--- config.mk ---
export PLATFORM = sky130hd
export DESIGN_NAME = rsd_top
export DESIGN_NICKNAME = d
export VERILOG_FILES = /design/src/rsd_pkg.sv /design/src/rsd_deglitch.sv /design/src/rsd_top.sv
export SDC_FILE = /design/constraint.sdc
export NUM_CORES = 1
export LEC_CHECK = 0
export BUFFER_PORTS_ARGS = -buffer_cell sky130_fd_sc_hd__buf_2
export CAP_MARGIN = 15
export CORE_AREA = 2 2 152 154
export CTS_CLUSTER_SIZE = 40
export DETAILED_ROUTE_END_ITERATION = 16
export DIE_AREA = 0 0 154 156
export PLACE_DENSITY_LB_ADDON = 0.3
export SYNTH_ARGS = -nofsm -noshare
export SYNTH_HDL_FRONTEND = slang
export SYNTH_HIERARCHICAL = 1
export SYNTH_SLANG_ARGS = --single-unit
--- constraint.sdc ---
create_clock -name clk -period 2.1 [get_ports clk]
set_input_delay 0.42 -clock clk [delete_from_list [all_inputs] [get_ports clk]]
set_output_delay 0.42 -clock clk [all_outputs]
set_load 0.01 [all_outputs]
--- src/rsd_pkg.sv ---
// Behaviour
// - Map 0: code 0 closes switches 1-3; codes 1-3 also close 4, 5 or 6.
// - Map 1: code 0 all open; 1 closes 6,1; 2 closes 5,4,3; 3 closes 5,4,2.
// - Package-map bit resets to 0, the common-anode arrangement.
// - Codes 1,2,3 route current code 4,5,6 to the DAC; code 0 routes none.
// - On a colour change open the leaving switches first, then close new ones.
// - The open-to-close gap equals the programmed dead time; a dead time of 0 gives a 1-cycle gap.
// - Switches closed before and after a change stay closed through the gap.
// - Three independent 10-bit current codes accept any value up to 0x3ff.
// - Transient limit level comes from a 3-bit field of the regulation register.
// - Three enable bits in that register pick which switches get limiting.
// - A 3-bit select picks one of eight measurement multiplexer inputs.
// - Select 0-3: sensor b, LED rail, battery, sensor a; 4-7: sense nodes.
// - Rising above the warning threshold raises a hot-die event.
// - Above the shutdown threshold all rails go off and the shutdown flag sets.
// - After cooling 15 degrees rails restart; regulator enable is not cleared.
// - The package-map bit sits in the system control register.
// - Decoder and LED driver enable only after all three regulator rails are up.
// - Colour-select inputs are deglitched for about 300 ns before use.
package rsd_pkg;

  localparam int unsigned CLK_MHZ      = 100;
  localparam int unsigned DEGLITCH_NS  = 300;
  localparam int unsigned DEGLITCH_CYC = DEGLITCH_NS * CLK_MHZ / 1000;

  localparam int unsigned AW = 8;
  localparam int unsigned DW = 32;
  localparam int unsigned CW = 10;

  localparam logic [AW-1:0] ADDR_SYSTEM  = 8'h00;
  localparam logic [AW-1:0] ADDR_CODE4   = 8'h04;
  localparam logic [AW-1:0] ADDR_CODE5   = 8'h08;
  localparam logic [AW-1:0] ADDR_CODE6   = 8'h0c;
  localparam logic [AW-1:0] ADDR_DEAD    = 8'h10;
  localparam logic [AW-1:0] ADDR_CURRENT_REGULATION_CONTROL    = 8'h14;
  localparam logic [AW-1:0] ADDR_MEASURE = 8'h18;
  localparam logic [AW-1:0] ADDR_STATUS  = 8'h1c;

  // System control fields
  localparam int unsigned SYS_MAP_BIT    = 0;
  localparam int unsigned SYS_REGEN_BIT  = 1;
  localparam int unsigned SYS_LEDEN_BIT  = 2;
  localparam logic [2:0]  SYS_RESET      = 3'h6;

  // Regulation control fields
  localparam int unsigned CURRENT_REGULATION_CONTROL_LIM_LSB   = 0;
  localparam int unsigned CURRENT_REGULATION_CONTROL_EN_LSB    = 4;

  // Measurement fields
  localparam int unsigned MEAS_SEL_LSB   = 0;
  localparam int unsigned MEAS_GAIN_LSB  = 4;
  localparam int unsigned MEAS_CAL_BIT   = 8;

  // Status fields
  localparam int unsigned ST_HOT_BIT     = 0;
  localparam int unsigned ST_TSD_BIT     = 1;
  localparam int unsigned ST_HOT_LVL_BIT = 4;
  localparam int unsigned ST_TSD_LVL_BIT = 5;
  localparam int unsigned ST_RAILS_BIT   = 8;
  localparam int unsigned ST_DEC_BIT     = 9;
  localparam int unsigned ST_SW_LSB      = 16;

  localparam logic [7:0]  DEAD_RESET     = 8'h0a;
  localparam logic [CW-1:0] CODE_RESET   = 10'h000;

  typedef enum logic [2:0] {
    RSD_HOLD = 3'b001,
    RSD_DEAD = 3'b010,
    RSD_OFF  = 3'b100
  } rsd_state_t;

endpackage : rsd_pkg

--- src/rsd_deglitch.sv ---
`timescale 1ns/1ps
module rsd_deglitch #(
  parameter int unsigned WIDTH = 2,
  parameter int unsigned CYC   = rsd_pkg::DEGLITCH_CYC
) (
  input  wire logic             clk,
  input  wire logic             reset_n,
  input  wire logic [WIDTH-1:0] raw,
  output logic      [WIDTH-1:0] clean
);
  import rsd_pkg::*;

  localparam int unsigned CNTW = $clog2(CYC + 1);

  logic [WIDTH-1:0] meta_r;
  logic [WIDTH-1:0] sync_r;
  logic [WIDTH-1:0] cand_r;
  logic [CNTW-1:0]  cnt_r;

  always_ff @(posedge clk or negedge reset_n) begin
    if (!reset_n) begin
      meta_r <= '0;
      sync_r <= '0;
    end else begin
      meta_r <= raw;
      sync_r <= meta_r;
    end
  end

  // A code must hold steady for the full window before it is passed on
  always_ff @(posedge clk or negedge reset_n) begin
    if (!reset_n) begin
      cand_r <= '0;
      cnt_r  <= '0;
      clean  <= '0;
    end else if (sync_r != cand_r) begin
      cand_r <= sync_r;
      cnt_r  <= '0;
    end else if (cnt_r < CNTW'(CYC - 1)) begin
      cnt_r <= cnt_r + 1'b1;
    end else begin
      clean <= cand_r;
    end
  end

endmodule : rsd_deglitch

--- src/rsd_top.sv ---
`timescale 1ns/1ps
module rsd_top (
  input  wire logic                     clk,
  input  wire logic                     reset_n,
  input  wire logic                     psel,
  input  wire logic                     penable,
  input  wire logic                     pwrite,
  input  wire logic [rsd_pkg::AW-1:0]   paddr,
  input  wire logic [rsd_pkg::DW-1:0]   pwdata,
  output logic      [rsd_pkg::DW-1:0]   prdata,
  output logic                          pready,
  output logic                          pslverr,
  input  wire logic [1:0]               colour_select,
  input  wire logic                     rails_up,
  input  wire logic                     temp_hot,
  input  wire logic                     temp_shutdown,
  input  wire logic                     temp_cooled,
  output logic      [5:0]               strobe_switch,
  output logic      [rsd_pkg::CW-1:0]   current_dac_code,
  output logic                          current_dac_valid,
  output logic      [2:0]               transient_limit_level,
  output logic      [2:0]               transient_limit_enable,
  output logic      [2:0]               measure_input_select,
  output logic      [1:0]               measure_gain_select,
  output logic                          measure_calibration_disable,
  output logic                          rails_enable,
  output logic                          hot_event,
  output logic                          decoder_enable
);
  import rsd_pkg::*;

  // Switch vector bit n drives strobe switch n+1
  function automatic logic [5:0] switch_map(input logic map, input logic [1:0] colour);
    logic [5:0] s;
    s = 6'h00;
    if (!map) begin
      case (colour)
        2'h0:    s = 6'h07;
        2'h1:    s = 6'h0f;
        2'h2:    s = 6'h17;
        default: s = 6'h27;
      endcase
    end else begin
      case (colour)
        2'h0:    s = 6'h00;
        2'h1:    s = 6'h21;
        2'h2:    s = 6'h1c;
        default: s = 6'h1a;
      endcase
    end
    return s;
  endfunction : switch_map

  function automatic logic [DW-1:0] pad(input logic [CW-1:0] v);
    return {{(DW-CW){1'b0}}, v};
  endfunction : pad

  logic [2:0]     sys_r;
  logic [CW-1:0]  code4_r;
  logic [CW-1:0]  code5_r;
  logic [CW-1:0]  code6_r;
  logic [7:0]     dead_r;
  logic [2:0]     ilim_r;
  logic [2:0]     ilim_en_r;
  logic [2:0]     msel_r;
  logic [1:0]     mgain_r;
  logic           mcal_r;
  logic           hot_flag_r;
  logic           tsd_flag_r;
  logic           hot_prev_r;
  logic           tsd_prev_r;
  logic           tsd_active_r;

  logic [1:0]     colour_clean;
  logic           wr_en;
  logic           setup;
  logic           mapped;
  logic [DW-1:0]  rd_nxt;
  logic           run;
  logic [5:0]     target;

  rsd_state_t     state_r;
  logic [7:0]     cnt_r;
  logic [5:0]     goal_r;
  logic [1:0]     goal_colour_r;

  rsd_deglitch #(
    .WIDTH (2),
    .CYC   (DEGLITCH_CYC)
  ) u_deglitch (
    .clk     (clk),
    .reset_n (reset_n),
    .raw     (colour_select),
    .clean   (colour_clean)
  );

  // APB: zero wait states, access phase is a single cycle
  assign setup = psel && !penable;
  assign wr_en = psel && penable && pready && pwrite;

  always_comb begin
    mapped = 1'b1;
    rd_nxt = '0;
    case (paddr)
      ADDR_SYSTEM:  rd_nxt = {29'h0, sys_r};
      ADDR_CODE4:   rd_nxt = pad(code4_r);
      ADDR_CODE5:   rd_nxt = pad(code5_r);
      ADDR_CODE6:   rd_nxt = pad(code6_r);
      ADDR_DEAD:    rd_nxt = {24'h0, dead_r};
      ADDR_CURRENT_REGULATION_CONTROL:    rd_nxt = {25'h0, ilim_en_r, 1'b0, ilim_r};
      ADDR_MEASURE: rd_nxt = {23'h0, mcal_r, 2'h0, mgain_r, 1'b0, msel_r};
      ADDR_STATUS: begin
        rd_nxt[ST_HOT_BIT]              = hot_flag_r;
        rd_nxt[ST_TSD_BIT]              = tsd_flag_r;
        rd_nxt[ST_HOT_LVL_BIT]          = temp_hot;
        rd_nxt[ST_TSD_LVL_BIT]          = tsd_active_r;
        rd_nxt[ST_RAILS_BIT]            = rails_up;
        rd_nxt[ST_DEC_BIT]              = decoder_enable;
        rd_nxt[ST_SW_LSB +: 6]          = strobe_switch;
      end
      default:      mapped = 1'b0;
    endcase
  end

  always_ff @(posedge clk or negedge reset_n) begin
    if (!reset_n) begin
      pready  <= 1'b0;
      pslverr <= 1'b0;
      prdata  <= '0;
    end else begin
      pready  <= setup;
      pslverr <= setup && !mapped;
      if (setup && !pwrite) begin
        prdata <= rd_nxt;
      end
    end
  end

  always_ff @(posedge clk or negedge reset_n) begin
    if (!reset_n) begin
      sys_r <= SYS_RESET;
    end else if (wr_en && paddr == ADDR_SYSTEM) begin
      sys_r <= pwdata[2:0];
    end
  end

  // Full 10-bit range accepted without clamping
  always_ff @(posedge clk or negedge reset_n) begin
    if (!reset_n) begin
      code4_r <= CODE_RESET;
      code5_r <= CODE_RESET;
      code6_r <= CODE_RESET;
    end else if (wr_en) begin
      if (paddr == ADDR_CODE4) code4_r <= pwdata[CW-1:0];
      if (paddr == ADDR_CODE5) code5_r <= pwdata[CW-1:0];
      if (paddr == ADDR_CODE6) code6_r <= pwdata[CW-1:0];
    end
  end

  always_ff @(posedge clk or negedge reset_n) begin
    if (!reset_n) begin
      dead_r    <= DEAD_RESET;
      ilim_r    <= 3'h0;
      ilim_en_r <= 3'h0;
    end else if (wr_en) begin
      if (paddr == ADDR_DEAD) dead_r <= pwdata[7:0];
      if (paddr == ADDR_CURRENT_REGULATION_CONTROL) begin
        ilim_r    <= pwdata[CURRENT_REGULATION_CONTROL_LIM_LSB +: 3];
        ilim_en_r <= pwdata[CURRENT_REGULATION_CONTROL_EN_LSB +: 3];
      end
    end
  end

  always_ff @(posedge clk or negedge reset_n) begin
    if (!reset_n) begin
      msel_r  <= 3'h0;
      mgain_r <= 2'h0;
      mcal_r  <= 1'b0;
    end else if (wr_en && paddr == ADDR_MEASURE) begin
      msel_r  <= pwdata[MEAS_SEL_LSB +: 3];
      mgain_r <= pwdata[MEAS_GAIN_LSB +: 2];
      mcal_r  <= pwdata[MEAS_CAL_BIT];
    end
  end

  // Select code drives the analog mux directly; order of inputs is fixed there
  always_ff @(posedge clk or negedge reset_n) begin
    if (!reset_n) begin
      measure_input_select        <= 3'h0;
      measure_gain_select         <= 2'h0;
      measure_calibration_disable <= 1'b0;
    end else begin
      measure_input_select        <= msel_r;
      measure_gain_select         <= mgain_r;
      measure_calibration_disable <= mcal_r;
    end
  end

  // Thermal: shutdown holds until the cooled comparator says so
  always_ff @(posedge clk or negedge reset_n) begin
    if (!reset_n) begin
      hot_prev_r   <= 1'b0;
      tsd_prev_r   <= 1'b0;
      tsd_active_r <= 1'b0;
      hot_event    <= 1'b0;
    end else begin
      hot_prev_r <= temp_hot;
      tsd_prev_r <= temp_shutdown;
      hot_event  <= temp_hot && !hot_prev_r;
      if (temp_shutdown) begin
        tsd_active_r <= 1'b1;
      end else if (temp_cooled) begin
        tsd_active_r <= 1'b0;
      end
    end
  end

  // Sticky flags, write one to clear; a new event in the same cycle wins
  always_ff @(posedge clk or negedge reset_n) begin
    if (!reset_n) begin
      hot_flag_r <= 1'b0;
      tsd_flag_r <= 1'b0;
    end else begin
      if (temp_hot && !hot_prev_r) begin
        hot_flag_r <= 1'b1;
      end else if (wr_en && paddr == ADDR_STATUS && pwdata[ST_HOT_BIT]) begin
        hot_flag_r <= 1'b0;
      end
      if (temp_shutdown && !tsd_prev_r) begin
        tsd_flag_r <= 1'b1;
      end else if (wr_en && paddr == ADDR_STATUS && pwdata[ST_TSD_BIT]) begin
        tsd_flag_r <= 1'b0;
      end
    end
  end

  // Regulator enable bit is left untouched by shutdown, so recovery is automatic
  always_ff @(posedge clk or negedge reset_n) begin
    if (!reset_n) begin
      rails_enable   <= 1'b0;
      decoder_enable <= 1'b0;
    end else begin
      rails_enable   <= sys_r[SYS_REGEN_BIT] && !tsd_active_r && !temp_shutdown;
      decoder_enable <= run;
    end
  end

  assign run    = rails_up && rails_enable && sys_r[SYS_LEDEN_BIT] && !tsd_active_r;
  assign target = run ? switch_map(sys_r[SYS_MAP_BIT], colour_clean) : 6'h00;

  always_ff @(posedge clk or negedge reset_n) begin
    if (!reset_n) begin
      transient_limit_level  <= 3'h0;
      transient_limit_enable <= 3'h0;
    end else begin
      transient_limit_level  <= ilim_r;
      transient_limit_enable <= ilim_en_r;
    end
  end

  // Break-before-make sequencer; switches and DAC change only on clock edges
  always_ff @(posedge clk or negedge reset_n) begin
    if (!reset_n) begin
      state_r       <= RSD_OFF;
      strobe_switch <= 6'h00;
      goal_r        <= 6'h00;
      goal_colour_r <= 2'h0;
      cnt_r         <= 8'h00;
    end else begin
      case (state_r)
        RSD_OFF: begin
          strobe_switch <= 6'h00;
          // Forget the old pattern so a restart rebuilds it through the gap
          goal_r        <= 6'h00;
          goal_colour_r <= 2'h0;
          if (run) begin
            state_r <= RSD_HOLD;
          end
        end
        RSD_HOLD: begin
          if (!run) begin
            strobe_switch <= 6'h00;
            state_r       <= RSD_OFF;
          end else if (target != goal_r || colour_clean != goal_colour_r) begin
            goal_r        <= target;
            goal_colour_r <= colour_clean;
            if ((target & ~strobe_switch) == 6'h00) begin
              strobe_switch <= target;
            end else begin
              strobe_switch <= strobe_switch & target;
              cnt_r         <= dead_r;
              state_r       <= RSD_DEAD;
            end
          end
        end
        RSD_DEAD: begin
          if (!run) begin
            strobe_switch <= 6'h00;
            state_r       <= RSD_OFF;
          end else if (target != goal_r) begin
            // Code moved during the gap: drop anything no longer wanted, restart
            goal_r        <= target;
            goal_colour_r <= colour_clean;
            strobe_switch <= strobe_switch & target;
            cnt_r         <= dead_r;
          end else if (cnt_r <= 8'h01) begin
            strobe_switch <= goal_r;
            state_r       <= RSD_HOLD;
          end else begin
            cnt_r <= cnt_r - 8'h01;
          end
        end
        default: begin
          strobe_switch <= 6'h00;
          state_r       <= RSD_OFF;
        end
      endcase
    end
  end

  // DAC code follows the goal colour, which updates when a change starts, before its switches close
  always_ff @(posedge clk or negedge reset_n) begin
    if (!reset_n) begin
      current_dac_code  <= CODE_RESET;
      current_dac_valid <= 1'b0;
    end else begin
      // Valid only on a settled pattern, never while a change is pending
      current_dac_valid <= (state_r == RSD_HOLD) && run && (goal_colour_r != 2'h0) &&
                           (target == goal_r) && (colour_clean == goal_colour_r);
      case (goal_colour_r)
        2'h1:    current_dac_code <= code4_r;
        2'h2:    current_dac_code <= code5_r;
        2'h3:    current_dac_code <= code6_r;
        default: current_dac_code <= CODE_RESET;
      endcase
    end
  end

endmodule : rsd_top

## After elaboration in Yosys (flattened, before gate mapping)

Index checks and enable logic that the tools add are counted.

- Order comparisons: 2
- Eq/ne operators: 32
- Bitwise operators: 5
- Reduce and logical (&&, ||, !) cells: 51
- $add $sub $neg: 2
- Multiplexer cells: 52

Operator list:

| operator | count |
|---|---|
| two-way mux 6 bit | 13 |
| case mux 6 bit (3 select lines) | 3 |
| two-way mux 8 bit | 6 |
| equality test 8 x 5 -> 1 bit (second input constant) | 4 |
| case mux 10 bit (3 select lines) | 1 |
| case mux 2 bit (7 select lines) | 2 |
| logical AND 1 bit | 22 |
| two-way mux 3 bit | 7 |
| case mux 2 bit (5 select lines) | 2 |
| equality test 8 x 4 -> 1 bit (second input constant) | 2 |
| case mux 2 bit (8 select lines) | 1 |
| case mux 8 bit (2 select lines) | 1 |
| inequality test 3 bit (second input constant) | 5 |
| AND reduction 2 bit | 7 |
| AND 6 bit | 2 |
| inequality test 2 bit (second input constant) | 6 |
| case mux 6 bit (2 select lines) | 1 |
| nonzero test 2 bit | 6 |
| two-way mux 5 bit | 2 |
| AND reduction 5 bit | 2 |
| case mux 3 bit (3 select lines) | 1 |
| equality test 8 x 3 -> 1 bit (second input constant) | 1 |
| <= comparator 8 x 1 -> 1 bit (second input constant) | 1 |
| zero test 8 bit | 1 |
| other kinds (25) | 45 |

- Register bits: 140
- Input port bits: 51
- Word-level logic and storage cells: 182
- Output and inout port bits: 66

## Logic depth before layout (Yosys ltp)

- Word-level depth: 10
- Mapped depth: 11
- Mapped depth without buffers: 10

## Hierarchy

Netlist, hierarchy kept.

By module, submodules not included:

| module | times used | cells each | area an instance (um^2) | sequential area each (um^2) |
|---|---|---|---|---|
| rsd_top | 1 | 544 | 6,115.9 | 3,184.3 |
| rsd_deglitch | 1 | 40 | 520.5 | 325.3 |

## Worst setup path after synthesis

Ideal clock, no wire load.

- Kind: flip-flop to flip-flop
- From: reg cnt_r[4] (netlist name)
- To: reg cnt_r[1] (netlist name)
- Path buffers: 0
- Data required time: 1.973 ns
- Setup time: 0.127 ns
- Setup slack: -0.102 ns
- Period minus slack after synthesis: 2.202 ns
- Arrival: 2.075 ns
- Stages on the path, launching flop included: 8
- Cells stage by stage: dfrtp_1 -> or4_4 -> nor4_4 -> a2bb2oi_1 -> or2_1 -> o21ai_4 -> inv_2 -> mux2_1

==> run summary <==
outcome: finished with violations
failing checks: setup timing
1st-iter DRT viols: 349
Max-slew headroom: 62.00%
most common cell after layout, fill and taps aside: dfrtp_1
worst path required time: 2.45 ns
pin count of the biggest net entering global routing: 48
launching point of the worst reg2reg path: sys_r[2]
fin worst setup slack: -0.1721 ns
drt pass-1 iters: 5
Overflow after GRT: 0
sw frac: 25.72%
combinational group share of total power: 3.9%
CTS buffer count: 17
Core Box Area: 22370 µm²
static leakage: 4.286 nW
GRT Overall Usage: 15.60%
r2r endpoint: cnt_r[0]
Cells after DPL: 1013
worst hold start: colour_select[0]
Die W: 154 µm
Min-Delay Path Class: in -> reg
FFs w/ async S/R, synth: 100.0%
clock slew at reported path FFs: 0.07 ns
Die H: 156 µm
Tcrit/Tclk final: 108.2%
Rows: 55
Sequential Power Share: 46.1%
clock network power share: 50.0%
# H-tree levels: 4
DP Wirelength: 13.21 mm
Setup crit end kind: flip-flop
slack of the worst reg-to-reg path: -0.17 ns
clk root buf: clkbuf_16
Vias: 5182
IO Pins: 117
GP Congestion: 0.8585
Clk Latency, worst-skew pair: 0.43 ns
Max Freq: 440.1 MHz
GR Util met3: 3.083%
global-route wire length before repair: 28.84 mm
Yosys reg bits: 140
Tmin final: 2.272 ns
Layout area overhead: 32.33%
Power Density: 675.4 nW/µm²
setup TNS: -2.061 ns
initial antenna violation count: 0
Peak supply drop: 580.3 µV
Synth Warn #: 6
most frequent cells in the layout: 134 x dfrtp_1, 89 x buf_4, 77 x buf_2, 59 x nand2_1, 55 x mux2_2
Routed WL per cell: 17.28 µm
Power Internal: 0.004406 W
Sw Pwr: 0.001525 W
Avg Synthesized Cell Area: 11.36 µm²
layout cells sized above 1: 39.71%
worst hold endpoint: u_deglitch/meta_r[0]
GRT met1 Usage: 20.47%
Fin. Hold Viols: 0
grt peak-use layer: met2
CTS tree: yes
Initial Utilization: 29.67%
Pins Over Slew Limit: 0
Post-synth EDFFs: 0
vias per cell: 4.921
RSZ-0062 raised after global routing: yes
Finished Layout Cells: 1053
die area: 24020 µm²
setup violators final: 22
CP startpoint kind: flip-flop
crit path max fanout: 6
drt drc: 0
Synth cell types: 68
Worst Skew: 0.009336 ns
actual slew at the worst max-slew pin: 0.5694 ns
Worst R2R Path Depth: 9
IO buf count: 78
Hold Crit Depth: 1
synthesized area: 6636 µm²
# diodes: 0
critical path type: reg -> reg
sequential area share after synthesis: 52.88%
number of global-route vias before repair: 5231
Post-Syn Instances: 584
GR Layer Usage met2: 25.97%
Post-Route WL: 18.20 mm
fin nets: 809
Synth Flop Type: dfrtp_1
deepest clock path buffer count: 2
CP arrival: 2.62 ns
clk sinks: 140
post-detailed-route count of antenna-violating nets: 0
Max-Cap Viols: 0
-- state kept, by name, indices dropped and copies added (netlist names), 3 cells and up --
| name | cells |
|---|---|
| sys_r | 3 |
| cnt_r | 8 |
| ilim_r | 3 |
| goal_r | 6 |
| transient_limit_enable | 3 |
| current_dac_code | 10 |
| msel_r | 3 |
| dead_r | 8 |
| measure_input_select | 3 |
| transient_limit_level | 3 |
| code5_r | 10 |
| state_r | 3 |
| code6_r | 10 |
| strobe_switch | 6 |
| ilim_en_r | 3 |
| code4_r | 10 |
| u_deglitch/cnt_r | 5 |
| prdata | 16 |
-- power by group through the flow --
| stage | logic, W | registers (W) | clock network [W] |
|---|---|---|---|
| final | 0.000232 | 0.00274 | 0.00296 |
| after global placement | 0.000233 | 0.00279 | 0 |
| after global routing | 0.000260 | 0.00274 | 0.00314 |
| after floorplan | 0.0000932 | 0.00278 | 0 |
| after detailed placement | 0.000234 | 0.00279 | 0 |
| after CTS | 0.000238 | 0.00274 | 0.00303 |
-- worst max-delay path: stages (launching register included) --
cell,delay (ns)
dfstp_2,0.56
nand4b_4,0.15
clkinv_4,0.12
a41oi_2,0.12
a21oi_2,0.20
o211ai_4,0.14
buf_6,0.15
or3_4,0.34
or3_4,0.34
o211ai_2,0.08
-- Yosys cell counts (all sizes together) (2+ instances only) --
cell / number / area share (%)
a211o: 2 / 0.26
a21o: 4 / 0.45
a21oi: 22 / 1.7
a221o: 4 / 0.60
a221oi: 5 / 0.92
a222oi: 5 / 0.75
a22o: 11 / 1.5
a22oi: 7 / 0.79
a2bb2oi: 6 / 0.79
a31oi: 5 / 0.47
and2: 7 / 0.66
and3: 3 / 0.28
and3b: 5 / 0.66
buf: 26 / 2.7
clkbuf: 18 / 1.0
dfrtp: 135 / 51
dfstp: 5 / 2.0
ha: 3 / 0.57
inv: 12 / 0.68
mux2: 58 / 9.8
mux2i: 23 / 3.5
nand2: 59 / 3.3
nand2b: 13 / 1.2
nand3: 20 / 1.5
nand3b: 2 / 0.23
nand4: 3 / 0.28
nand4b: 2 / 0.49
nor2: 22 / 1.2
nor2b: 3 / 0.28
nor3: 14 / 1.1
nor3b: 7 / 0.79
nor4: 3 / 0.51
nor4b: 2 / 0.26
o2111ai: 2 / 0.36
o211ai: 4 / 0.60
o21a: 3 / 0.34
o21ai: 22 / 1.8
o22ai: 8 / 0.75
o2bb2ai: 6 / 0.79
or3: 3 / 0.28
or4: 2 / 0.28
xnor2: 5 / 0.77
xor2: 2 / 0.26
-- cell type report --
| cell class | count | area [µm²] |
|---|---|---|
| fillers | 2188 | 13580 |
| inverters | 12 | 52.55 |
| clock inverters | 14 | 142.6 |
| well taps | 285 | 356.6 |
| flip-flops and latches | 140 | 3511 |
| clock buffers | 18 | 439.2 |
| multi-input cells | 403 | 3015 |
| repair buffers | 181 | 1265 |
-- how the worst max path moves through the flow --
stage	start	end	slack, ns	cells past startpoint
finish	sys_r[2]	cnt_r[0]	-0.17	9
global route	sys_r[2]	cnt_r[0]	-0.28	9
CTS	sys_r[2]	cnt_r[0]	-0.16	9
detailed placement	u_deglitch/clean[1]	cnt_r[1]	-0.22	8
global placement	rails_up	cnt_r[0]	-0.21	10
floorplan	sys_r[2]	goal_colour_r[0]	-0.03	8
-- cells by family after synthesis --
| group | Yosys count | synth area share, % |
|---|---|---|
| AO/OA/AOI/OAI | 123 | 13.88 |
| XOR/XNOR | 7 | 1.037 |
| adder cells (fa/ha/maj) | 3 | 0.5657 |
| buffers and inverters | 56 | 4.431 |
| flip-flops | 140 | 52.88 |
| multiplexers | 81 | 13.31 |
| other | 1 | 0.05651 |
| AND/OR/NAND/NOR | 173 | 13.84 |
-- through the flow --
step                setup WS, ns  hold slack (ns)  utilization, %  cell area, µm²  total power, W
floorplan               -0.03401           0.1244               -            6730        0.002878
global route             -0.2792          0.08646           39.27            8782        0.006140
CTS                      -0.1608          0.08200           38.88            8695        0.006002
detailed placement       -0.2173           0.3381           35.79            8004        0.003021
global placement         -0.2105           0.3365           35.79            8004        0.003019
finish                   -0.1721           0.1029           39.27            8782        0.005931
-- metal layers --
| metal | up-vias | part of all wire (%) | routed length, µm |
|---|---|---|---|
| li1 | 2463 | - | - |
| met3 | 20 | 3.7 | 672 |
| met4 | 0 | 1.7 | 315 |
| met1 | 2585 | 47 | 8536 |
| met2 | 114 | 48 | 8674 |
| met5 | - | 0 | 0 |
-- what timing repair did --
item	CTS	global route
resized for setup	17	13
hold buffers	1	0
endpoints found under the setup margin	23	23
pin swaps	5	4
setup buffers	3	4
hold endpoints to repair	34	0
(Power assumes the default switching activity.)
